`src/rtl/ddr_pkg.sv`:
```
// Constants, register map and state encodings of the descriptor DMA run-control block.
// Assumes one 50 MHz clock and a classic Wishbone slave with 32-bit data.
// How it works
// - Setting the transmit run command puts transmit in Running and fetches a descriptor.
// - Transmit fetch starts at the list base or at the saved position.
// - Unowned transmit descriptor suspends transmit and sets the transmit unowned flag.
// - Transmit start acts only while transmit is Stopped.
// - Clearing transmit run stops after the current frame; position is saved.
// - Transmit stop acts only while Running or Suspended.
// - Second-frame overlap lets the next frame start before prior status returns.
// - Setting receive run puts receive in Running; fetch from base or saved position.
// - No owned receive descriptor suspends receive; only the first after start or after an owned one sets the receive unowned flag.
// - Receive start acts only when Stopped; stop only when Running or Suspended.
// - Clearing receive run stops after the current frame; position is saved.
// - Receive DMA stop with MAC receiver on keeps Running, no halted flag.
// - Hardware or software reset clears all interrupt enable bits.
// - Transmit done and unowned interrupts need own gate and normal summary gate.
// - Watchdog, receive halted, receive unowned, transmit halted need abnormal gate.
// - Receive done interrupt is gated by its own gate and abnormal gate.
// - Eleven-bit FIFO-full drop counter at 27:17, wrap bit 28, cleared on read.
// - Sixteen-bit no-buffer drop counter at 15:0, wrap bit 16, cleared on read.
// - Read-only current transmit buffer pointer, resets to zero.
// - Read-only current receive buffer pointer, resets to zero.
// - Transmit state field 22:20 encodes stopped, fetch, wait, read, suspend, close.
// - Receive halted flag sets whenever receive enters Stopped.
// - Transmit halted flag sets whenever transmit enters Stopped.
package ddr_pkg;
  localparam logic [7:0] ADDR_RX_BASE = 8'h0c;
  localparam logic [7:0] ADDR_TX_BASE = 8'h10;
  localparam logic [7:0] ADDR_STATUS = 8'h14;
  localparam logic [7:0] ADDR_CONTROL = 8'h18;
  localparam logic [7:0] ADDR_INT_EN = 8'h1c;
  localparam logic [7:0] ADDR_MISSED = 8'h20;
  localparam logic [7:0] ADDR_TX_BUF = 8'h50;
  localparam logic [7:0] ADDR_RX_BUF = 8'h54;
  // Control bits
  localparam int CTL_TX_RUN = 13;
  localparam int CTL_OVERLAP = 2;
  localparam int CTL_RX_RUN = 1;
  localparam int CTL_ONE = 21;
  // Status and enable bit positions
  localparam int ST_TX_DONE = 0;
  localparam int ST_TX_HALT = 1;
  localparam int ST_TX_UNOWN = 2;
  localparam int ST_RX_DONE = 6;
  localparam int ST_RX_UNOWN = 7;
  localparam int ST_RX_HALT = 8;
  localparam int ST_RX_OVERLEN = 9;
  localparam int ST_ABN_SUM = 15;
  localparam int ST_NRM_SUM = 16;
  localparam int ST_RX_STATE_LO = 17;
  localparam int ST_TX_STATE_LO = 20;
  localparam int MF_FULL_LO = 17;
  localparam int MF_FULL_WRAP = 28;
  localparam int MF_NOBUF_WRAP = 16;
  localparam logic [31:0] INT_EN_MASK = 32'h0001_83c7;
  localparam logic [31:0] ZERO_WORD = 32'h0;
  localparam logic [31:0] DESC_STEP = 32'h0000_0010;
  localparam logic [31:0] BASE_MASK = 32'hffff_fff0;
  localparam logic [10:0] FULL_MAX = 11'h7ff;
  localparam logic [15:0] NOBUF_MAX = 16'hffff;
  // Transmit process states, codes as software sees them
  typedef enum logic [2:0] {
    TX_STOPPED = 3'b000,
    TX_FETCH = 3'b001,
    TX_WAIT_END = 3'b010,
    TX_READ_DATA = 3'b011,
    TX_SUSPENDED = 3'b110,
    TX_CLOSE = 3'b111
  } ddr_tx_state_t;
  // Receive process states
  typedef enum logic [2:0] {
    RX_STOPPED = 3'b000,
    RX_FETCH = 3'b001,
    RX_CLOSE = 3'b101,
    RX_SUSPENDED = 3'b100,
    RX_WAIT_FRAME = 3'b011,
    RX_XFER = 3'b111
  } ddr_rx_state_t;
endpackage

```
`src/rtl/ddr_run_control.sv`:
```
// Run/stop control, interrupt gating, missed-frame counters and buffer pointers of a descriptor DMA.
// Assumes descriptor/buffer engines outside report ownership and frame events as one-cycle pulses.
//
// The Wishbone register port was chosen for this implementation.
`timescale 1ns/100ps
module ddr_run_control (
  input wire logic clk_i,
  input wire logic rst_i,
  input wire logic soft_reset_i,
  input wire logic [31:0] wb_adr_i,
  input wire logic [31:0] wb_dat_i,
  output logic [31:0] wb_dat_o,
  input wire logic wb_we_i,
  input wire logic [3:0] wb_sel_i,
  input wire logic wb_cyc_i,
  input wire logic wb_stb_i,
  output logic wb_ack_o,
  input wire logic mac_receiver_on_i,
  input wire logic tx_desc_done_i,
  input wire logic tx_desc_owned_i,
  input wire logic tx_data_done_i,
  input wire logic tx_status_done_i,
  input wire logic [31:0] tx_buf_addr_i,
  input wire logic rx_desc_done_i,
  input wire logic rx_desc_owned_i,
  input wire logic rx_frame_start_i,
  input wire logic rx_frame_end_i,
  input wire logic [31:0] rx_buf_addr_i,
  input wire logic rx_overlength_i,
  input wire logic fifo_full_drop_i,
  input wire logic no_buffer_drop_i,
  output logic [31:0] tx_desc_addr_o,
  output logic [31:0] rx_desc_addr_o,
  output logic tx_fetch_o,
  output logic rx_fetch_o,
  output logic second_frame_overlap_o,
  output logic required_one_bit_o,
  output logic normal_irq_o,
  output logic abnormal_irq_o
);
  import ddr_pkg::*;

  typedef struct packed {
    logic ack;
    logic [31:0] rdata;
    logic [31:0] control;
    logic [31:0] int_en;
    logic [31:0] status;
    logic [31:0] tx_base;
    logic [31:0] rx_base;
    logic [31:0] tx_pos;
    logic [31:0] rx_pos;
    logic [31:0] tx_buf;
    logic [31:0] rx_buf;
    logic [10:0] full_cnt;
    logic full_wrap;
    logic [15:0] nobuf_cnt;
    logic nobuf_wrap;
    logic tx_pending;
    ddr_tx_state_t tx_st;
    ddr_rx_state_t rx_st;
    logic rx_unown_seen;
  } ddr_state_t;

  ddr_state_t cur;
  ddr_state_t next_cur;

  // Byte-lane merge of a write into an old word
  function automatic logic [31:0] lane_merge(input logic [31:0] old, input logic [31:0] wr, input logic [3:0] sel);
    logic [31:0] res;
    res = old;
    for (int i = 0; i < 4; i++) begin
      if (sel[i]) begin
        res[i*8 +: 8] = wr[i*8 +: 8];
      end
    end
    return res;
  endfunction

  // Saturation-free counter step that reports a wrap
  function automatic logic [16:0] count_step(input logic [15:0] val, input logic [15:0] max);
    return (val == max) ? {1'b1, 16'h0} : {1'b0, val + 16'h1};
  endfunction

  logic req;
  logic wr;
  logic rd;
  logic [7:0] adr;
  logic [31:0] wmerged;
  logic [31:0] status_word;
  logic [31:0] missed_word;
  logic nrm_sum;
  logic abn_sum;
  logic [16:0] full_step;
  logic [16:0] nobuf_step;

  // Request decode; one access per handshake, ack withdrawn the cycle after
  assign req = wb_cyc_i && wb_stb_i && !cur.ack;
  assign wr = req && wb_we_i;
  assign rd = req && !wb_we_i;
  assign adr = wb_adr_i[7:0];

  // Summaries: receive done rides on the abnormal gate as the hardware does
  assign nrm_sum = cur.int_en[ST_NRM_SUM] && |(cur.status[ST_TX_DONE] & cur.int_en[ST_TX_DONE]
    | cur.status[ST_TX_UNOWN] & cur.int_en[ST_TX_UNOWN]);
  assign abn_sum = cur.int_en[ST_ABN_SUM] && |(cur.status[ST_TX_HALT] & cur.int_en[ST_TX_HALT]
    | cur.status[ST_RX_UNOWN] & cur.int_en[ST_RX_UNOWN]
    | cur.status[ST_RX_HALT] & cur.int_en[ST_RX_HALT]
    | cur.status[ST_RX_OVERLEN] & cur.int_en[ST_RX_OVERLEN]
    | cur.status[ST_RX_DONE] & cur.int_en[ST_RX_DONE]);

  always_comb begin
    status_word = cur.status;
    status_word[ST_NRM_SUM] = nrm_sum;
    status_word[ST_ABN_SUM] = abn_sum;
    status_word[ST_TX_STATE_LO +: 3] = cur.tx_st;
    status_word[ST_RX_STATE_LO +: 3] = cur.rx_st;
    missed_word = ZERO_WORD;
    missed_word[MF_FULL_WRAP] = cur.full_wrap;
    missed_word[MF_FULL_LO +: 11] = cur.full_cnt;
    missed_word[MF_NOBUF_WRAP] = cur.nobuf_wrap;
    missed_word[15:0] = cur.nobuf_cnt;
  end

  assign full_step = count_step({5'h0, cur.full_cnt}, {5'h0, FULL_MAX});
  assign nobuf_step = count_step(cur.nobuf_cnt, NOBUF_MAX);

  // Next-state logic for bus, run control and counters
  always_comb begin
    logic tx_run_now;
    logic rx_run_now;
    logic tx_cmd_stop;
    logic rx_cmd_stop;
    logic tx_cmd_start;
    logic rx_cmd_start;
    next_cur = cur;
    next_cur.ack = req;
    wmerged = lane_merge(cur.control, wb_dat_i, wb_sel_i);
    tx_run_now = cur.control[CTL_TX_RUN];
    rx_run_now = cur.control[CTL_RX_RUN];
    tx_cmd_start = 1'b0;
    rx_cmd_start = 1'b0;
    tx_cmd_stop = 1'b0;
    rx_cmd_stop = 1'b0;
    // Register writes
    if (wr) begin
      case (adr)
        ADDR_CONTROL: begin
          next_cur.control = wmerged;
          tx_cmd_start = wmerged[CTL_TX_RUN] && !tx_run_now;
          tx_cmd_stop = !wmerged[CTL_TX_RUN] && tx_run_now;
          rx_cmd_start = wmerged[CTL_RX_RUN] && !rx_run_now;
          rx_cmd_stop = !wmerged[CTL_RX_RUN] && rx_run_now;
        end
        ADDR_INT_EN: next_cur.int_en = lane_merge(cur.int_en, wb_dat_i, wb_sel_i) & INT_EN_MASK;
        // Base writes only count while stopped; otherwise the saved position would be lost
        ADDR_TX_BASE: begin
          if (cur.tx_st == TX_STOPPED) next_cur.tx_base = lane_merge(cur.tx_base, wb_dat_i, wb_sel_i) & BASE_MASK;
        end
        ADDR_RX_BASE: begin
          if (cur.rx_st == RX_STOPPED) next_cur.rx_base = lane_merge(cur.rx_base, wb_dat_i, wb_sel_i) & BASE_MASK;
        end
        // Write one to clear; events below set again, so a set in the same cycle wins
        ADDR_STATUS: next_cur.status = cur.status & ~lane_merge(ZERO_WORD, wb_dat_i, wb_sel_i);
        default: ;
      endcase
    end
    // Register reads, with clear-on-read of the missed-frame word
    if (rd) begin
      case (adr)
        ADDR_CONTROL: next_cur.rdata = cur.control;
        ADDR_INT_EN: next_cur.rdata = cur.int_en;
        ADDR_STATUS: next_cur.rdata = status_word;
        ADDR_TX_BASE: next_cur.rdata = cur.tx_base;
        ADDR_RX_BASE: next_cur.rdata = cur.rx_base;
        ADDR_MISSED: begin
          next_cur.rdata = missed_word;
          next_cur.full_cnt = 11'h0;
          next_cur.full_wrap = 1'b0;
          next_cur.nobuf_cnt = 16'h0;
          next_cur.nobuf_wrap = 1'b0;
        end
        ADDR_TX_BUF: next_cur.rdata = cur.tx_buf;
        ADDR_RX_BUF: next_cur.rdata = cur.rx_buf;
        default: next_cur.rdata = ZERO_WORD;
      endcase
    end
    // Drop counters; an event in the read cycle is counted from zero, so none is lost
    if (fifo_full_drop_i) begin
      next_cur.full_cnt = rd && adr == ADDR_MISSED ? 11'h1 : full_step[10:0];
      if (full_step[16] && !(rd && adr == ADDR_MISSED)) next_cur.full_wrap = 1'b1;
    end
    if (no_buffer_drop_i) begin
      next_cur.nobuf_cnt = rd && adr == ADDR_MISSED ? 16'h1 : nobuf_step[15:0];
      if (nobuf_step[16] && !(rd && adr == ADDR_MISSED)) next_cur.nobuf_wrap = 1'b1;
    end
    // Transmit process
    if (tx_cmd_stop && cur.tx_st != TX_STOPPED) next_cur.tx_pending = 1'b1;
    case (cur.tx_st)
      TX_STOPPED: begin
        if (tx_cmd_start) begin
          next_cur.tx_st = TX_FETCH;
        end
      end
      TX_FETCH: begin
        if (tx_desc_done_i) begin
          if (!tx_desc_owned_i) begin
            next_cur.tx_st = TX_SUSPENDED;
            next_cur.status[ST_TX_UNOWN] = 1'b1;
          end else begin
            next_cur.tx_st = TX_READ_DATA;
          end
        end
      end
      TX_READ_DATA: begin
        next_cur.tx_buf = tx_buf_addr_i;
        if (tx_data_done_i) begin
          next_cur.tx_st = cur.control[CTL_OVERLAP] ? TX_CLOSE : TX_WAIT_END;
        end
      end
      TX_WAIT_END: if (tx_status_done_i) next_cur.tx_st = TX_CLOSE;
      TX_CLOSE: begin
        next_cur.tx_pos = cur.tx_pos + DESC_STEP;
        next_cur.status[ST_TX_DONE] = 1'b1;
        next_cur.tx_st = TX_FETCH;
      end
      TX_SUSPENDED: if (tx_cmd_stop) next_cur.tx_pending = 1'b1;
      default: next_cur.tx_st = TX_STOPPED;
    endcase
    // Stop once no frame is in progress
    if ((cur.tx_pending || (tx_cmd_stop && cur.tx_st == TX_SUSPENDED)) &&
        (cur.tx_st == TX_FETCH || cur.tx_st == TX_SUSPENDED)) begin
      next_cur.tx_st = TX_STOPPED;
      next_cur.tx_pending = 1'b0;
      next_cur.status[ST_TX_HALT] = 1'b1;
    end
    if (tx_cmd_start && cur.tx_st == TX_STOPPED && cur.tx_pos == ZERO_WORD) begin
      next_cur.tx_pos = cur.tx_base;
    end
    // Receive process
    case (cur.rx_st)
      RX_STOPPED: if (rx_cmd_start) next_cur.rx_st = RX_FETCH;
      RX_FETCH: begin
        if (rx_desc_done_i) begin
          if (!rx_desc_owned_i) begin
            next_cur.rx_st = RX_SUSPENDED;
            if (!cur.rx_unown_seen) next_cur.status[ST_RX_UNOWN] = 1'b1;
            next_cur.rx_unown_seen = 1'b1;
          end else begin
            next_cur.rx_st = RX_WAIT_FRAME;
            next_cur.rx_unown_seen = 1'b0;
          end
        end
      end
      RX_SUSPENDED: if (rx_frame_start_i) next_cur.rx_st = RX_FETCH;
      RX_WAIT_FRAME: if (rx_frame_start_i) next_cur.rx_st = RX_XFER;
      RX_XFER: begin
        next_cur.rx_buf = rx_buf_addr_i;
        if (rx_overlength_i) next_cur.status[ST_RX_OVERLEN] = 1'b1;
        if (rx_frame_end_i) next_cur.rx_st = RX_CLOSE;
      end
      RX_CLOSE: begin
        next_cur.rx_pos = cur.rx_pos + DESC_STEP;
        next_cur.status[ST_RX_DONE] = 1'b1;
        next_cur.rx_st = RX_FETCH;
      end
      default: next_cur.rx_st = RX_STOPPED;
    endcase
    // Receive stops only between frames and only with the MAC receiver off
    if (!cur.control[CTL_RX_RUN] && !mac_receiver_on_i &&
        (cur.rx_st == RX_FETCH || cur.rx_st == RX_SUSPENDED || cur.rx_st == RX_WAIT_FRAME)) begin
      next_cur.rx_st = RX_STOPPED;
      next_cur.status[ST_RX_HALT] = 1'b1;
    end
    if (rx_cmd_start && cur.rx_st == RX_STOPPED && cur.rx_pos == ZERO_WORD) begin
      next_cur.rx_pos = cur.rx_base;
    end
    if (rx_cmd_stop) next_cur.rx_unown_seen = 1'b0;
    // Software reset clears enables and control and puts both processes in Stopped
    if (soft_reset_i) begin
      next_cur.int_en = ZERO_WORD;
      next_cur.control = ZERO_WORD;
      next_cur.tx_st = TX_STOPPED;
      next_cur.rx_st = RX_STOPPED;
      next_cur.tx_pos = ZERO_WORD;
      next_cur.rx_pos = ZERO_WORD;
      next_cur.tx_pending = 1'b0;
      next_cur.rx_unown_seen = 1'b0;
      // A process cut off by the software reset still reports that it stopped
      if (cur.tx_st != TX_STOPPED) next_cur.status[ST_TX_HALT] = 1'b1;
      if (cur.rx_st != RX_STOPPED) next_cur.status[ST_RX_HALT] = 1'b1;
    end
  end

  // State register
  always_ff @(posedge clk_i) begin
    if (rst_i) begin
      cur <= '0;
    end else begin
      cur <= next_cur;
    end
  end

  // Outputs
  assign wb_ack_o = cur.ack;
  assign wb_dat_o = cur.rdata;
  assign tx_desc_addr_o = cur.tx_pos;
  assign rx_desc_addr_o = cur.rx_pos;
  assign tx_fetch_o = cur.tx_st == TX_FETCH;
  assign rx_fetch_o = cur.rx_st == RX_FETCH;
  assign second_frame_overlap_o = cur.control[CTL_OVERLAP];
  assign required_one_bit_o = cur.control[CTL_ONE];
  assign normal_irq_o = nrm_sum;
  assign abnormal_irq_o = abn_sum;
endmodule

```
`config.mk`:
```
export PLATFORM = sky130hd
export DESIGN_NAME = ddr_run_control
export DESIGN_NICKNAME = d
export VERILOG_FILES = /design/src/rtl/ddr_pkg.sv /design/src/rtl/ddr_run_control.sv
export SDC_FILE = /design/constraint.sdc
export NUM_CORES = 1
export LEC_CHECK = 0
export ABC_AREA = 1
export BUFFER_PORTS_ARGS = -buffer_cell sky130_fd_sc_hd__buf_4
export CAP_MARGIN = 20
export CORE_MARGIN = 2
export CORE_UTILIZATION = 60
export CTS_CLUSTER_DIAMETER = 150
export DETAILED_ROUTE_END_ITERATION = 16
export GPL_TIMING_DRIVEN = 0
export PLACE_DENSITY = 0.84
export SLEW_MARGIN = 20
export SYNTH_ARGS = -nofsm -noshare
export SYNTH_HDL_FRONTEND = slang
export SYNTH_SLANG_ARGS = --single-unit
```
`constraint.sdc`:
```
create_clock -name clk_i -period 5.1 [get_ports clk_i]
set_clock_uncertainty 0.2 [all_clocks]
set_input_delay 0.765 -clock clk_i [delete_from_list [all_inputs] [get_ports clk_i]]
set_output_delay 0.765 -clock clk_i [all_outputs]
set_load 0.1 [all_outputs]
```
==> results of run 1 <==
[logic make-up (layout without fill, tap and decap cells)]
kind of cell | count (synthesis) | after routing
and+or+nand+nor | 1594 | 1594
AOI/OAI and AO/OA | 384 | 384
DFF | 311 | 311
other | 1 | 8
adders and majority gates | 6 | 6
xor gates and xnor gates | 29 | 29
buffers and inverters | 432 | 712
[placed cells by master, fill, tap and decap left out, types with 3 or more instances in the layout]
cell / n
nand2_1: 747
nor2_1: 571
buf_4: 325
dfxtp_1: 311
inv_1: 226
o21ai_0: 201
nand3_1: 172
a21oi_1: 129
clkbuf_1: 62
clkbuf_16: 36
a21oi_2: 24
nand4_1: 21
xor2_1: 21
buf_2: 19
inv_2: 16
nor2_2: 13
nand3_2: 13
nand2_2: 12
nor3_1: 11
nor2_4: 9
o21ai_1: 9
xnor2_1: 8
conb_1: 8
or2_2: 7
buf_6: 6
ha_1: 6
clkinv_2: 6
clkbuf_8: 6
nor2_8: 4
buf_1: 4
o21bai_1: 4
and2_1: 3
nand3b_1: 3
a211oi_1: 3
o22ai_1: 3
[worst paths after layout]
| check | to | from | slack [ns] | depth (start not counted) |
|---|---|---|---|---|
| worst max register to register | tx_desc_addr_o[18] | cur[6] | 2.50 | 6 |
| worst min register to register | cur[252] | cur[252] | 0.25 | 2 |
| worst max-delay path | rx_fetch_o | cur[2] | 2.33 | 4 |
| worst min-delay path | cur[252] | cur[252] | 0.25 | 2 |
[through the flow]
step / util, % / instances
after global routing: 72.13 / 3428
after CTS: 72.13 / 3428
after detailed placement: 68.16 / 3367
final: 72.13 / 3428
after floorplan: - / 2764
after global placement: 68.16 / 3367
[power by group]
part	internal [mW]	total [mW]	switching, mW
Combinational	0.0933	0.277	0.184
Sequential	2.43	2.44	0.00339
Clock	1.49	2.54	1.05
Total	4.01	5.25	1.24
[cell type report]
cell class	instances	area (µm²)
plain buffers	189	1176
clock buffers	50	1013
clock inverters	11	122.6
fillers	2412	7979
inverters	243	912.1
multi-input cells	2021	9071
flip-flops and latches	311	6226
well taps	384	480.5
repair buffers	219	1644
[worst register-to-register path, cell delays in order (launching register included)]
cell and delay (ns):
dfxtp_1 0.44, inv_2 0.17, nor2_2 0.59, inv_1 0.32, clkbuf_1 0.41, nand3_1 0.24, a21oi_2 0.07
[synthesized netlist by cell type (all sizes together), types with 3 or more instances]
cell and instances:
buf 135, o21bai 4, nor3 13, a211oi 4
nand4 21, a21oi 153, ha 6, o21ai 212
nor2 597, nand3 187, nand2 760, or2 8
dfxtp 311, clkbuf 54, nand3b 3, xor2 21
o22ai 3, inv 242, xnor2 8, and2 3
[registers in the layout, summed over array words and instances (netlist names)]
register	count
required_one_bit_o	1
rx_desc_addr_o	28
tx_desc_addr_o	28
wb_dat_o	32
wb_ack_o	1
second_frame_overlap_o	1
cur	220
[layer usage]
metal,vias up,global-route usage [%],share of wire [%],wire (µm)
li1,9128,-,-,-
met1,8822,54.07,38,24670
met2,1309,64.87,43,28100
met3,253,7.524,12,7793
met4,2,22.93,6.3,4074
met5,-,0,0.020,13
==> flow_metrics.tcl, run 1 <==
set metrics [dict create \
    final_nets 3176 \
    path_cells "inv_2 -> nand2_1 -> nor2_1 -> buf_4" \
    total_leakage_power_nw 9.206 \
    ir_drop_mv 0.2866 \
    worst_pin_slew_ns 0.9089 \
    ys_types 47 \
    timing.final.max_slew_violations 0 \
    grt_max_degree 14 \
    num_antenna_cells 0 \
    area_growth_pct 18.93 \
    slowest_delay_ns 0.36 \
    synth_fa_ha_area_share_pct 0.4325 \
    cts_tree "yes" \
    grt_pass1_vias 18030 \
    yosys.area_share.simple_pct 38.26 \
    post-route-cell-area_mm2 0.02065 \
    dp_slack_ns 2.140 \
    synth.top_cell.area_share_pct 35.87 \
    crit_family "buffers and inverters" \
    core-area_mm2 0.02863 \
    first_pass_iters 6 \
    clkTransAtPathRegs_ns 0.06 \
    grt_usage_pct 41.41 \
    globalplace.congestion 1.012 \
    portBuffers 219 \
    critPathArrivalTime_ns 1.80 \
    yosysWarningCount 0 \
    clk_latency_ns 0.53 \
    synth-main-ff-cell "dfxtp_1" \
    postCtsResizedCells 0 \
    ctsHoldBuffers 0 \
    drt-total-wl_um 64650 \
    critPathMaxFanout 5 \
    die_area_mm2 0.03031 \
    synth_edf_count 0 \
    rows 62 \
    clock.fmax_ghz 0.3616 \
    hold_ws_ns 0.2455 \
    cts_buffer_depth 3 \
    cts_root_buffer "clkbuf_16" \
    syn_inst 2757 \
    postRouteAntennaNets 0 \
    synth_top_area_cell "dfxtp_1" \
    crit_required_ns 4.14 \
    die_y_um 174.1 \
    drv_cap 0 \
    power_mw 5.250 \
    synth_xor_area_share_pct 1.463 \
    grt_overflow 0 \
    worst-setup-path-type "reg2out" \
    outcome "completed" \
    synthMuxAreaShare_pct 0 \
    end_kind "output port" \
    fin_crit_ns 2.766 \
    maxSlewHeadroom_pct 39.41 \
    avgSynthCellArea_um2 6.296 \
    synth_compound_area_share_pct 11.93 \
    start_util_pct 60.64 \
    antenna_found_initial 2 \
    cp-start-kind "flop" \
    crit_slowest_cell "dfxtp_1" \
    rsz0062_at_grt "false" \
    critPathBufInv 2 \
    grt_pass1_wl_um 98280 \
    vias_per_cell 5.693 \
    remaining_drc_errors 0 \
    cts.sinks 311 \
    synth_seq_cells 311 \
    routed-via-count 19510 \
    synth_area_leaders "dfxtp_1 36%, nand2_1 16%, nor2_1 12%, o21ai_0 5.8%, nand3_1 5.0%" \
    synthArstFlopShare_pct 0 \
    hold_path.class "reg2reg" \
    dpl.hpwl_um 50040 \
    synth_top_family_by_area "simple AND/OR/NAND/NOR gates" \
    ys_seq_area_share_pct 35.87 \
    numCtsBuffers 35 \
    drtIter0Drc 2532 \
    finalWorstSetupSlack_ns 2.334 \
    htree_levels 2 \
    cts_setup_buffers 0 \
    die_x_um 174.1 \
    setup_viol_count_final 0 \
    timing.final.crit_share_pct 54.23 \
    syn_area_mm2 0.01736 \
    drive_gt1_share_pct 16.72 \
    placed_cell_area_mm2 0.01951 \
    routedWlPerCell_um 18.86 \
    totalNegativeSetupSlack_ns 0 \
    hold_violations 0 \
    io_pins 253 \
    powerDensity_mw_per_mm2 254.3 \
]
No activity file was read; power rests on OpenSTA's default activity.
==> run 2, diff against run 1 <==
--- a/config.mk
+++ b/config.mk
@@ -9,11 +9,11 @@
 export BUFFER_PORTS_ARGS = -buffer_cell sky130_fd_sc_hd__buf_4
 export CAP_MARGIN = 20
 export CORE_MARGIN = 2
-export CORE_UTILIZATION = 60
+export CORE_UTILIZATION = 58
 export CTS_CLUSTER_DIAMETER = 150
 export DETAILED_ROUTE_END_ITERATION = 16
 export GPL_TIMING_DRIVEN = 0
-export PLACE_DENSITY = 0.84
+export PLACE_DENSITY = 0.82
 export SLEW_MARGIN = 20
 export SYNTH_ARGS = -nofsm -noshare
 export SYNTH_HDL_FRONTEND = slang
==> constraint.sdc (replaced) <==
create_clock -name clk_i -period 2.6 [get_ports clk_i]
set_clock_uncertainty 0.2 [all_clocks]
set_input_delay 0.39 -clock clk_i [delete_from_list [all_inputs] [get_ports clk_i]]
set_output_delay 0.39 -clock clk_i [all_outputs]
set_load 0.1 [all_outputs]
==> flow_metrics.tcl, run 2 (synthesized netlist as in run 1, its figures left out) <==
set metrics [dict create \
    cts.sinks 311 \
    cts_tree "yes" \
    layout_common_cells "747 x nand2_1, 569 x nor2_1, 325 x buf_4, 311 x dfxtp_1, 226 x inv_1" \
    htree_levels 2 \
    fin_crit_ns 2.519 \
    rsz0062_at_grt "true" \
    routed-via-count 20170 \
    n_fill_cell 2398 \
    hold_violations 0 \
    numCtsBuffers 35 \
    outcome "completed" \
    grt_max_degree 13 \
    grt_pass1_vias 18810 \
    clock.fmax_ghz 0.3969 \
    p_clk_share_pct 46.9 \
    num_antenna_cells 0 \
    die_x_um 177 \
    p_int_mw 7.822 \
    grt_pass1_wl_um 104000 \
    dpl.hpwl_um 50400 \
    clkTransAtPathRegs_ns 0.06 \
    p_comb_share_pct 6.6 \
    top_layer "met4" \
    wl_met1_um 25680 \
    drt-total-wl_um 69120 \
    setup_viol_count_final 0 \
    critPathMaxFanout 10 \
    remaining_drc_errors 0 \
    timing.final.crit_share_pct 96.90 \
    clk_latency_ns 0.53 \
    worst_pin_slew_ns 0.9478 \
    hold_path.class "in2reg" \
    postRouteAntennaNets 0 \
    ir_drop_mv 0.5588 \
    dp_cells 3373 \
    die_area_mm2 0.03133 \
    largest_reg_flops 220 \
    drv_cap 0 \
    area_growth_pct 24.17 \
    worst-setup-path-type "reg2reg" \
    seqPwrFrac_pct 46.5 \
    p_sw_mw 2.442 \
    largest_register "cur" \
    io_pins 253 \
    power_mw 10.26 \
    end_kind "flop" \
    total_leakage_power_nw 9.566 \
    cts_buffer_depth 3 \
    routedWlPerCell_um 19.62 \
    seq_area_mm2 0.006226 \
    multiInputGateArea_mm2 0.009091 \
    rows 63 \
    placed_cell_area_mm2 0.01953 \
    drtIter0Drc 2523 \
    portBuffers 219 \
    final_core_util_pct 72.92 \
    sw_frac_of_total_pct 23.79 \
    final_common_cell "nand2_1" \
    cp-start-kind "flop" \
    post-route-cell-area_mm2 0.02156 \
    timing.final.max_slew_violations 0 \
    vias_per_cell 5.725 \
    cts_root_buffer "clkbuf_16" \
    wl_met2_um 29910 \
    globalplace.congestion 1.024 \
    grt_usage_pct 43.41 \
    core-area_mm2 0.02956 \
    grt_overflow 0 \
    drive_gt1_share_pct 16.21 \
    dp_slack_ns -0.1464 \
    first_pass_iters 8 \
    dr_wl_met3_um 8922 \
    maxSlewHeadroom_pct 36.81 \
    critPathArrivalTime_ns 2.77 \
    finalWorstSetupSlack_ns 0.08070 \
    crit_required_ns 2.85 \
    die_y_um 177 \
    final_nets 3270 \
    fin_cells 3523 \
    powerDensity_mw_per_mm2 476.2 \
    start_util_pct 58.73 \
    antenna_found_initial 0 \
]
## run 2: area by class of cell
class,instances,area share [%]
Multi-Input combinational cell,2021,42.18
Sequential cell,311,28.88
Tap cell,390,2.264
Buffer,189,5.456
Inverter,243,4.231
Timing Repair Buffer,313,11.99
Clock buffer,49,4.638
Clock inverter,7,0.3599
## run 2: power groups by stage
stage,Sequential [mW],Clock [mW],Combinational [mW]
floorplan,4.89,0,0.233
global placement,4.88,0,0.511
detailed placement,4.88,0,0.519
CTS,4.78,4.77,0.635
global route,4.78,4.96,0.703
finish,4.78,4.81,0.676
## run 2: what timing repair did
| item | CTS | global route |
|---|---|---|
| hold endpoints to repair | 124 | 1 |
| endpoints found under the setup margin | 0 | 13 |
| buffers inserted | 0 | 0 |
| resized for setup | 0 | 2 |
| hold buffers | 93 | 1 |
## run 2: stage by stage
stage          setup TNS, ns  hold slack (ns)
2_1_floorplan              0           0.2162
3_3_place_gp         -0.1098           0.2266
3_5_place_dp         -0.1661           0.2330
4_1_cts                    0         0.005522
5_1_grt             -0.04973          0.02082
6_report                   0          0.02068
## run 2: critical path, stage by stage, from the launching register on
cell and delay [ns]:
dfxtp_1 0.38, inv_2 0.22, nand3_1 0.48, inv_2 0.42
clkbuf_1 0.44, nor2_1 0.13, nor2_1 0.18
## run 2: layer usage
metal | track usage, % | vias to the layer above
li1 | - | 9297
met1 | 55.76 | 9146
met2 | 67.46 | 1455
met3 | 9.042 | 272
met4 | 25.17 | 0
met5 | 0 | -
## run 2: path summary, 6_finish.rpt
kind | from | end | slack [ns] | cells past startpoint
max | cur[6] | cur[77] | 0.08 | 6
min | soft_reset_i | cur[237] | 0.02 | 3
max reg2reg | cur[6] | cur[77] | 0.08 | 6
min reg2reg | cur[252] | cur[252] | 0.24 | 2
